==> src/dtc_pkg.sv <==
// How it works
// - 16-bit counter, counts down only
// - compare relations LT, LTE, EQ, GTE, GT
// - reload period on start, reset, terminal
// - irq on terminal, compare, capture, combos
// - one shot halts after one period
// - gated mode counts only while enabled
// - run modes free, one shot, gated
// - kill forces pwm outputs inactive
// - capture stores full count value
// - complementary outputs never active together
// - compare and terminal outputs, terminal selectable
// - reset input restarts, capture input provided
// - counting clock chosen from several sources
package dtc_pkg;
  // ----------------------------------------
  // register byte offsets
  // ----------------------------------------
  localparam logic [7:0] ADDR_CTRL = 8'h00;
  localparam logic [7:0] ADDR_PERIOD = 8'h04;
  localparam logic [7:0] ADDR_COMPARE = 8'h08;
  localparam logic [7:0] ADDR_DEADBAND = 8'h0C;
  localparam logic [7:0] ADDR_COUNT = 8'h10;
  localparam logic [7:0] ADDR_CAPTURE = 8'h14;
  localparam logic [7:0] ADDR_INT_STAT = 8'h18;
  localparam logic [7:0] ADDR_INT_MASK = 8'h1C;
  localparam logic [7:0] ADDR_PRESCALE = 8'h20;
  // ----------------------------------------
  // widths and reset values
  // ----------------------------------------
  localparam int CNT_W = 16;
  localparam int DB_W = 8;
  localparam int CTRL_W = 10;
  localparam logic [15:0] PERIOD_RST = 16'hFFFF;
  localparam logic [15:0] COMPARE_RST = 16'h8000;
  localparam logic [7:0] DEADBAND_RST = 8'h00;
  localparam logic [7:0] PRESCALE_RST = 8'h00;
  // interrupt bit positions
  localparam int IRQ_TC = 0;
  localparam int IRQ_CMP = 1;
  localparam int IRQ_CAP = 2;
  localparam int IRQ_W = 3;
  // run modes
  typedef enum logic [1:0] {
    DTC_FREE = 2'h0, DTC_ONESHOT = 2'h1, DTC_GATED = 2'h2
  } dtc_mode_t;
  // compare relations
  typedef enum logic [2:0] {
    DTC_LT = 3'h0, DTC_LTE = 3'h1, DTC_EQ = 3'h2,
    DTC_GTE = 3'h3, DTC_GT = 3'h4
  } dtc_rel_t;
  // counting clock sources
  typedef enum logic [1:0] {
    DTC_SRC_PCLK = 2'h0, DTC_SRC_DIV = 2'h1,
    DTC_SRC_EXT_RISE = 2'h2, DTC_SRC_EXT_FALL = 2'h3
  } dtc_src_t;
  // control register layout, msb first
  typedef struct packed {
    dtc_src_t src;   // [9:8]
    logic tc_cmpl;   // [7]
    logic cap_en;    // [6]
    dtc_rel_t rel;   // [5:3]
    dtc_mode_t mode; // [2:1]
    logic run;       // [0]
  } dtc_ctrl_t;
  localparam logic [9:0] CTRL_RST = 10'h000;
  // routed inputs, order of the sync vector
  typedef struct packed {
    logic ext_clk;
    logic kill;
    logic cap;
    logic rst;
    logic en;
  } dtc_pins_t;
  localparam int PINS_W = 5;
endpackage : dtc_pkg

==> src/dtc_top.sv <==
`timescale 1ns/1ps
module dtc_top (
  // clock and reset
  input wire logic pclk,
  input wire logic presetn,
  // apb slave
  input wire logic psel,
  input wire logic penable,
  input wire logic pwrite,
  input wire logic [7:0] paddr,
  input wire logic [31:0] pwdata,
  output logic [31:0] prdata,
  output logic pready,
  output logic pslverr,
  // routed inputs, asynchronous
  input wire dtc_pkg::dtc_pins_t pins,
  // routed outputs
  output logic cmp_out,
  output logic tc_out,
  output logic irq
);
  // ----------------------------------------
  // input synchronisers
  // ----------------------------------------
  logic [4:0] s1_q;  // first stage, read by s2 only
  logic [4:0] s2_q;  // second stage
  logic [4:0] s3_q;  // third stage
  logic [4:0] flt_q; // accepted level
  dtc_pkg::dtc_pins_t in_s; // accepted inputs
  dtc_pkg::dtc_pins_t in_p; // previous accepted

  // three flops per input
  always_ff @(posedge pclk or negedge presetn) begin
    if (!presetn) begin
      s1_q <= 5'h00;
      s2_q <= 5'h00;
      s3_q <= 5'h00;
    end else begin
      s1_q <= pins;
      s2_q <= s1_q;
      s3_q <= s2_q;
    end
  end

  // a change counts once stages two and three agree
  genvar gi;
  generate
    for (gi = 0; gi < dtc_pkg::PINS_W; gi++) begin : g_flt
      always_ff @(posedge pclk or negedge presetn) begin
        if (!presetn) begin
          flt_q[gi] <= 1'b0;
        end else if (s2_q[gi] == s3_q[gi]) begin
          flt_q[gi] <= s3_q[gi];
        end
      end
    end
  endgenerate

  logic [4:0] prev_q; // accepted level one cycle back

  // edge detect history
  always_ff @(posedge pclk or negedge presetn) begin
    if (!presetn) begin
      prev_q <= 5'h00;
    end else begin
      prev_q <= flt_q;
    end
  end

  assign in_s = flt_q;
  assign in_p = prev_q;

  // ----------------------------------------
  // registers
  // ----------------------------------------
  dtc_pkg::dtc_ctrl_t ctrl_q;   // control
  logic [15:0] period_q;        // reload value
  logic [15:0] compare_q;       // threshold
  logic [7:0] db_q;             // deadband ticks
  logic [7:0] pre_q;            // divider setting
  logic [2:0] mask_q;           // interrupt mask
  logic [2:0] stat_q;           // sticky events
  logic [15:0] cnt_q;           // counter
  logic [15:0] cap_q;           // capture holding
  logic wr_en;                  // write in access phase
  logic rd_setup;               // setup cycle

  assign wr_en = psel & penable & pready & pwrite;
  assign rd_setup = psel & ~penable;

  // software written configuration
  always_ff @(posedge pclk or negedge presetn) begin
    if (!presetn) begin
      ctrl_q <= dtc_pkg::CTRL_RST;
      period_q <= dtc_pkg::PERIOD_RST;
      compare_q <= dtc_pkg::COMPARE_RST;
      db_q <= dtc_pkg::DEADBAND_RST;
      pre_q <= dtc_pkg::PRESCALE_RST;
      mask_q <= 3'h0;
    end else if (wr_en) begin
      case (paddr)
        dtc_pkg::ADDR_CTRL: ctrl_q <= pwdata[9:0];
        dtc_pkg::ADDR_PERIOD: period_q <= pwdata[15:0];
        dtc_pkg::ADDR_COMPARE: compare_q <= pwdata[15:0];
        dtc_pkg::ADDR_DEADBAND: db_q <= pwdata[7:0];
        dtc_pkg::ADDR_PRESCALE: pre_q <= pwdata[7:0];
        dtc_pkg::ADDR_INT_MASK: mask_q <= pwdata[2:0];
        default: ; // read only, write one to clear, or unmapped
      endcase
    end
  end

  // ----------------------------------------
  // apb answer
  // ----------------------------------------
  logic [31:0] rd_mux; // read data for address
  logic hit;           // address is mapped

  // read decode
  always_comb begin
    rd_mux = 32'h00000000;
    hit = 1'b1;
    case (paddr)
      dtc_pkg::ADDR_CTRL: rd_mux = {22'h0, ctrl_q};
      dtc_pkg::ADDR_PERIOD: rd_mux = {16'h0000, period_q};
      dtc_pkg::ADDR_COMPARE: rd_mux = {16'h0000, compare_q};
      dtc_pkg::ADDR_DEADBAND: rd_mux = {24'h000000, db_q};
      // live count, reading has no side effect
      dtc_pkg::ADDR_COUNT: rd_mux = {16'h0000, cnt_q};
      dtc_pkg::ADDR_CAPTURE: rd_mux = {16'h0000, cap_q};
      dtc_pkg::ADDR_INT_STAT: rd_mux = {29'h0, stat_q};
      dtc_pkg::ADDR_INT_MASK: rd_mux = {29'h0, mask_q};
      dtc_pkg::ADDR_PRESCALE: rd_mux = {24'h000000, pre_q};
      default: hit = 1'b0;
    endcase
  end

  // answer in the first access cycle
  always_ff @(posedge pclk or negedge presetn) begin
    if (!presetn) begin
      pready <= 1'b0;
      pslverr <= 1'b0;
      prdata <= 32'h00000000;
    end else begin
      pready <= rd_setup;
      pslverr <= rd_setup & ~hit;
      if (rd_setup && !pwrite) begin
        prdata <= rd_mux;
      end
    end
  end

  // ----------------------------------------
  // counting clock selection
  // ----------------------------------------
  logic [7:0] div_q; // prescaler count
  logic div_tick;    // prescaler wrap
  logic src_tick;    // selected counting clock

  assign div_tick = (div_q == pre_q);

  // prescaler runs free
  always_ff @(posedge pclk or negedge presetn) begin
    if (!presetn) begin
      div_q <= 8'h00;
    end else if (div_tick) begin
      div_q <= 8'h00;
    end else begin
      div_q <= div_q + 8'h01;
    end
  end

  // pick the source of counting ticks
  always_comb begin
    case (ctrl_q.src)
      dtc_pkg::DTC_SRC_PCLK: src_tick = 1'b1;
      dtc_pkg::DTC_SRC_DIV: src_tick = div_tick;
      dtc_pkg::DTC_SRC_EXT_RISE: src_tick = in_s.ext_clk & ~in_p.ext_clk;
      dtc_pkg::DTC_SRC_EXT_FALL: src_tick = ~in_s.ext_clk & in_p.ext_clk;
      default: src_tick = 1'b0;
    endcase
  end

  // ----------------------------------------
  // counter core
  // ----------------------------------------
  logic run_p_q;  // run bit one cycle back
  logic active_q; // counting, cleared by one shot end
  logic start;    // run bit rising
  logic rst_ev;   // reset input rising
  logic cap_ev;   // capture input rising
  logic tick;     // qualified counting tick
  logic tc;       // terminal count this tick

  assign start = ctrl_q.run & ~run_p_q;
  assign rst_ev = in_s.rst & ~in_p.rst;
  assign cap_ev = in_s.cap & ~in_p.cap;
  // gated mode qualifies ticks with enable
  assign tick = src_tick & ctrl_q.run & active_q
    & ((ctrl_q.mode != dtc_pkg::DTC_GATED) | in_s.en);
  // zero reached on a tick
  assign tc = tick & (cnt_q == 16'h0000);

  // run history for start detect
  always_ff @(posedge pclk or negedge presetn) begin
    if (!presetn) begin
      run_p_q <= 1'b0;
    end else begin
      run_p_q <= ctrl_q.run;
    end
  end

  // one shot stops after its terminal count
  always_ff @(posedge pclk or negedge presetn) begin
    if (!presetn) begin
      active_q <= 1'b0;
    end else if (start || rst_ev) begin
      active_q <= 1'b1;
    end else if (tc && ctrl_q.mode == dtc_pkg::DTC_ONESHOT) begin
      active_q <= 1'b0;
    end
  end

  // down counter with period reload
  always_ff @(posedge pclk or negedge presetn) begin
    if (!presetn) begin
      cnt_q <= dtc_pkg::PERIOD_RST;
    end else if (start || rst_ev) begin
      cnt_q <= period_q;
    end else if (tc) begin
      cnt_q <= period_q;
    end else if (tick) begin
      cnt_q <= cnt_q - 16'h0001;
    end
  end

  // capture holding register
  always_ff @(posedge pclk or negedge presetn) begin
    if (!presetn) begin
      cap_q <= 16'h0000;
    end else if (cap_ev && ctrl_q.cap_en) begin
      cap_q <= cnt_q;
    end
  end

  // ----------------------------------------
  // comparator and deadband
  // ----------------------------------------
  logic cmp_raw;    // relation holds
  logic cmp_p_q;    // relation one cycle back
  logic [7:0] dbc_q; // deadband remaining
  logic cmp_rise;   // compare became true

  // selectable relation
  always_comb begin
    case (ctrl_q.rel)
      dtc_pkg::DTC_LT: cmp_raw = cnt_q < compare_q;
      dtc_pkg::DTC_LTE: cmp_raw = cnt_q <= compare_q;
      dtc_pkg::DTC_EQ: cmp_raw = cnt_q == compare_q;
      dtc_pkg::DTC_GTE: cmp_raw = cnt_q >= compare_q;
      dtc_pkg::DTC_GT: cmp_raw = cnt_q > compare_q;
      default: cmp_raw = 1'b0;
    endcase
  end

  assign cmp_rise = cmp_raw & ~cmp_p_q;

  // relation history
  always_ff @(posedge pclk or negedge presetn) begin
    if (!presetn) begin
      cmp_p_q <= 1'b0;
    end else begin
      cmp_p_q <= cmp_raw;
    end
  end

  // every transition opens a gap of db_q ticks
  always_ff @(posedge pclk or negedge presetn) begin
    if (!presetn) begin
      dbc_q <= 8'h00;
    end else if (cmp_raw != cmp_p_q) begin
      dbc_q <= db_q;
    end else if (src_tick && dbc_q != 8'h00) begin
      dbc_q <= dbc_q - 8'h01;
    end
  end

  logic gap; // deadband still running
  assign gap = (cmp_raw != cmp_p_q) | (dbc_q != 8'h00);

  // ----------------------------------------
  // outputs
  // ----------------------------------------
  // tc_out itself is the registered terminal pulse, one pclk wide,
  // so no separate pulse register is kept
  // kill leaves that pulse alone and only quiets the compare phases
  // both phases idle through gap and kill
  always_ff @(posedge pclk or negedge presetn) begin
    if (!presetn) begin
      cmp_out <= 1'b0;
      tc_out <= 1'b0;
    end else if (in_s.kill) begin
      cmp_out <= 1'b0;
      tc_out <= ctrl_q.tc_cmpl ? 1'b0 : tc;
    end else begin
      cmp_out <= cmp_raw & ~gap;
      tc_out <= ctrl_q.tc_cmpl ? (~cmp_raw & ~gap) : tc;
    end
  end

  // ----------------------------------------
  // interrupts
  // ----------------------------------------
  logic [2:0] ev;     // events this cycle
  logic [2:0] clr;    // write one to clear
  logic [2:0] stat_d; // next status

  assign ev[dtc_pkg::IRQ_TC] = tc;
  assign ev[dtc_pkg::IRQ_CMP] = cmp_rise;
  assign ev[dtc_pkg::IRQ_CAP] = cap_ev & ctrl_q.cap_en;
  assign clr = (wr_en && paddr == dtc_pkg::ADDR_INT_STAT) ? pwdata[2:0] : 3'h0;
  // a new event wins over its clear
  assign stat_d = (stat_q & ~clr) | ev;

  // sticky status
  always_ff @(posedge pclk or negedge presetn) begin
    if (!presetn) begin
      stat_q <= 3'h0;
    end else begin
      stat_q <= stat_d;
    end
  end

  // masked level request
  always_ff @(posedge pclk or negedge presetn) begin
    if (!presetn) begin
      irq <= 1'b0;
    end else begin
      irq <= |(stat_d & mask_q);
    end
  end
endmodule : dtc_top

==> config.mk <==
export PLATFORM = sky130hd
export DESIGN_NAME = dtc_top
export DESIGN_NICKNAME = d
export VERILOG_FILES = /design/src/dtc_pkg.sv /design/src/dtc_top.sv
export SDC_FILE = /design/constraint.sdc
export NUM_CORES = 1
export LEC_CHECK = 0
export BUFFER_PORTS_ARGS = -buffer_cell sky130_fd_sc_hd__buf_2
export CELL_PAD_IN_SITES_DETAIL_PLACEMENT = 0
export CELL_PAD_IN_SITES_GLOBAL_PLACEMENT = 1
export CORE_MARGIN = 2
export CORE_UTILIZATION = 30
export DETAILED_ROUTE_END_ITERATION = 10
export PLACE_DENSITY_LB_ADDON = 0.1
export REMOVE_ABC_BUFFERS = 1
export SETUP_SLACK_MARGIN = 0.3
export SLEW_MARGIN = 20
export SYNTH_ARGS = -nofsm -noshare
export SYNTH_HDL_FRONTEND = slang
export SYNTH_SLANG_ARGS = --single-unit
==> constraint.sdc <==
create_clock -name pclk -period 2.9 [get_ports pclk]
set_input_delay 0.58 -clock pclk [delete_from_list [all_inputs] [get_ports pclk]]
set_output_delay 0.58 -clock pclk [all_outputs]
set_load 0.005 [all_outputs]
Yosys cells after proc, flatten, opt, wreduce, memory -nomap -nowiden
Cells that the tools add are included.
- register bits after elaboration: 177
- input bits: 50
- output and inout port bits: 37
- logic and storage cells: 140
- add/subtract/negate cells: 3
- magnitude comparators: 4
- equality and inequality tests: 25
- muxes and demuxes: 17
- bitwise operators: 34
- reduce and logical (&&, ||, !) cells: 23
- operators by type and width (kind ; number):
    $pmux W16 S9 ; 1
    $mux W16 ; 3
    $eq A8 B5 Y1 const B ; 4
    $mux W8 ; 3
    $and A1 B1 Y1 ; 18
    $eq A16 B16 Y1 ; 1
    $eq A8 B4 Y1 const B ; 2
    $ge A16 B16 Y1 ; 1
    $gt A16 B16 Y1 ; 1
    $le A16 B16 Y1 ; 1
    $logic_not A16 Y1 ; 1
    $lt A16 B16 Y1 ; 1
    $sub A16 B1 Y16 const B ; 1
    $reduce_and A2 Y1 ; 6
    $not A1 Y1 ; 10
    $reduce_or A9 Y1 ; 1
    $add A8 B1 Y8 const B ; 1
    $eq A8 B3 Y1 const B ; 1
    $eq A8 B6 Y1 const B ; 1
    $eq A8 B8 Y1 ; 1
    $logic_not A8 Y1 ; 1
    $reduce_bool A8 Y1 ; 1
    $sub A8 B1 Y8 const B ; 1
    $mux W1 ; 7
    23 further kinds ; 37

Depth between registers and ports, before layout
- depth in word-level cells: 10
- depth in mapped cells: 13

Worst setup path after synthesis
OpenSTA, ideal clock, no wires.
- path kind: flip-flop to flip-flop
- start: register compare_q[15]
- end: register dbc_q[5]
- arrival time: 3.053 ns
- data required time: 2.823 ns
- setup slack: -0.231 ns
- stages on the path, launching flop included: 14
- clock period less this slack: 3.131 ns
- cell sequence: dfstp_2 -> inv_1 -> ha_1 -> nand4_1 -> or4_1 -> o211ai_1 -> o21ai_0 -> a211oi_2 -> inv_1 -> ha_1 -> buf_1 -> clkbuf_1 -> nor2_1 -> a21oi_1
- cells in the longest elaborated chain, start to end: 4
- ends and longest elaborated chain (element ; RTL line ; RTL):
    start, declared ; dtc_top.sv:78 ; logic [15:0] compare_q;
    start signal, assigned ; dtc_top.sv:96 ; compare_q <= dtc_pkg::COMPARE_RST;
    start signal, assigned ; dtc_top.sv:104 ; dtc_pkg::ADDR_COMPARE: compare_q <= pwdata[15:0];
    $gt A16 B16 Y1, or another cell as far along ; dtc_top.sv:261 ; dtc_pkg::DTC_GT: cmp_raw = cnt_q > compare_q;
    $pmux W1 S5 * ; dtc_top.sv:256 ; case (ctrl_q.rel)
    named net cmp_raw ; dtc_top.sv:249 ; logic cmp_raw;
    $ne A1 B1 Y1 * ; dtc_top.sv:281 ; end else if (cmp_raw != cmp_p_q) begin
    $mux W8 / $reduce_bool A2 Y1 (equally long branches) ; -- ;
    end signal, assigned ; dtc_top.sv:282 ; dbc_q <= db_q;
    end signal, assigned ; dtc_top.sv:284 ; dbc_q <= dbc_q - 8'h01;
    end, declared ; dtc_top.sv:251 ; logic [7:0] dbc_q;
The timed path passes the listed nets; every way through them passes the cells marked *.
A chain may end at the register's enable or synchronous reset.

Worst setup path after layout
- start: register compare_q[15]
- end: register dbc_q[1]
The elaborated chain is that of the path after synthesis.

==> results.yml <==
detailed_routing:
  routed_wl_um: 24500
  dr.pass1.iters: 7
  antenna_left: 0
  via_per_inst: 5.10
  vias: 6007
  wire_per_inst_um: 20.8
  drt_iter0_markers: 379
  drc_errors: 0
pwr:
  leakage_nw: 4.40
  power.density_nw_per_um2: 667
  irDropWorstVdd_mv: 0.450
cts:
  ctsHtreeMaxLevel: 4
  cts_buffers: 17
  cts_buffer_depth: 2
  tritoncts: "built"
  ctsHoldBuffers: 0
  path_clk_slew_ns: 0.07
  root_buffer: "clkbuf_16"
  cts_sinks: 159
  clock_latency_ns: 0.44
floorplan:
  die_w_um: 166
  coreArea_um2: 26000
  start_util_pct: 30.5
  rows: 59
  fp.dieH_um: 166
  die-area_um2: 27700
  io_pins: 87
sta:
  rsz0062_at_grt: "true"
  layout_min_cycle_time_ns: 2.91
  setup-violations-final: 2
  slew_violations: 0
  setup_slack_ns: -0.00509
  hold_violations: 0
  finalSetupTns_ns: -0.00730
  fin_crit_sh_pct: 100
  max_slew_margin_pct: 43.3
  clock_skew_ns: 0.0133
  max_freq_mhz: 344
  tightest_slew_ns: 0.851
global_routing:
  antenna_found_initial: 0
  grt_max_degree: 63
  grt_pass1_vias: 6381
  grt_overflow_total: 0
  grt_use_total_pct: 18.1
  grt_pass1_wl_um: 38300
setup_path:
  reg2reg_slack_ns: -0.005
  crit_fanout: 5
  r2r-start: "compare_q[15]"
  reg2reg_depth: 10
  criticalPathCategory: "flip-flop to flip-flop"
  arrival_ns: 3.22
  endpoint_kind: "flip-flop"
  rr_endpoint: "dbc_q[1]"
  critPathLaunchType: "flip-flop"
  crit_required_ns: 3.22
finish:
  areaGrowthSynthToFinish_pct: 22.8
  drive_above_1_share_pct: 34.9
  diodes: 0
  nets: 901
  final_area_um2: 9720
  final_core_util_pct: 37.4
  final_cell_mix: "126 x dfrtp_1, 67 x mux2_2, 65 x nand2_1, 61 x buf_4, 53 x buf_2"
  final_common_cell: "dfrtp_1"
  stdcell_count: 1178
synth:
  synth-edff-count: 0
  async_flop_share_pct: 100
  seq_area_frac_synth_pct: 50.8
  avgSynthCellArea_um2: 11.1
  synth.top_cells.by_area: "dfrtp_1 40%, dfstp_2 11%, mux2_2 9.7%, ha_1 3.3%, nand2_1 3.1%"
  syn_area_um2: 7920
  ys_seq_elements: 159
  synthCells: 716
  synth_top_area_share_pct: 39.8
  synth_ff_type: "dfrtp_1"
  synth_cell_type_count: 77
  synth_warnings: 0
  synth_top_area_cell: "dfrtp_1"
hold_path:
  hold_class: "input pin to async pin"
placed_design:
  dpl_cell_area_um2: 8920
  dp_hpwl_um: 17700
  port_buffers: 54
  place_inst: 1142
  place.gp.congestion: 0.820
  dpl_worst_slack_ns: -0.373
outcome:
  violations: "setup timing"
  status: "finished with violations"
run:
  maxCapViolCount: 0
-- stage by stage --
step	hold slack, ns	power, W
final	0.131	0.00648
after global routing	0.181	0.00685
after CTS	0.171	0.00641
after detailed placement	0.335	0.00392
after global placement	0.332	0.00387
after floorplan	0.284	0.00335
-- worst max-delay path by stage --
stage / from / end
after global placement: compare_q[15] / tc_out
after CTS: compare_q[6] / irq
final: compare_q[15] / dbc_q[1]
after floorplan: compare_q[15] / dbc_q[1]
after global routing: compare_q[15] / tc_out
after detailed placement: compare_q[15] / tc_out
-- layer usage --
metal / GRT usage, % / routed length (um) / vias up
met3: 2.99 / 778 / 24
met4: 5.21 / 406 / 0
met1: 23.7 / 11100 / 3051
met2: 30.9 / 12200 / 127
met5: 0 / 0 / -
li1: - / - / 2805
-- flip-flops by register name, indices dropped and copies added (netlist names), 5 cells and up --
| register | cells |
|---|---|
| db_q | 8 |
| period_q | 16 |
| dbc_q | 8 |
| compare_q | 16 |
| ctrl_q | 10 |
| cnt_q | 16 |
| prdata | 16 |
| cap_q | 16 |
| s1_q | 5 |
| s2_q | 5 |
| s3_q | 5 |
| flt_q | 5 |
| pre_q | 8 |
| div_q | 8 |
-- cell type report --
class | count | area (um2)
clock buffers | 17 | 425
clock inverters | 15 | 186
fillers | 2591 | 16300
inverters | 32 | 123
multi-input cells | 500 | 3720
flip-flops and latches | 159 | 4020
well taps | 335 | 419
repair buffers | 120 | 826
-- critical path: stages, from the launching register on --
cell	delay, ns
dfstp_2	0.54
inv_2	0.04
ha_4	0.26
nand4_1	0.16
or4_1	0.59
and4_1	0.23
a211oi_2	0.14
buf_4	0.17
inv_4	0.04
ha_4	0.31
mux2_4	0.31
-- synthesized netlist by cell type (3+ instances only) --
library cell / n
buf_4: 16
a22o_1: 16
buf_1: 4
ha_1: 21
nand3_1: 19
a211oi_1: 3
and3_1: 5
nor3_1: 21
a31oi_1: 3
mux2i_1: 13
a21o_1: 3
dfstp_2: 33
buf_2: 9
a22oi_1: 8
a21oi_1: 24
nor2_1: 47
dfrtp_1: 126
nand2_2: 3
nor2b_1: 7
a221oi_1: 6
nand2b_1: 4
nand2_1: 65
nand4_1: 11
clkbuf_1: 9
maj3_1: 5
xnor2_1: 18
xor2_1: 5
nand3b_1: 5
nor4_1: 8
o211ai_1: 3
mux2_2: 68
o21ai_0: 26
inv_1: 32
a222oi_1: 9
and2_1: 3
nor4_4: 3
-- kinds of logic (layout without fill, tap and decap cells) --
group                    Yosys count  count (layout)  synth area share (%)
AND/OR/NAND/NOR                  224             224                  14.9
multiplexers                      82              82                  11.6
buffers and inverters             72             184                  4.50
flip-flops                       159             159                  50.8
XOR/XNOR                          23              23                  2.54
other                              1              16                0.0474
AO/OA/AOI/OAI                    129             129                  11.7
adder cells (fa/ha/maj)           26              26                  3.95
-- power by group --
part	switching (W)	internal (W)
logic	0.000850	0.000741
clock network	0.00116	0.00118
registers	0.000139	0.00242
total	0.00215	0.00434
-- what timing repair did --
| action | CTS | global route |
|---|---|---|
| setup endpoints to repair | 12 | 16 |
| resized for setup | 18 | 14 |
| endpoints found under the hold margin | 0 | 0 |
| gates cloned | 0 | 1 |
| buffers inserted | 3 | 0 |
| pin swaps | 10 | 1 |
(Power assumes the default switching activity.)
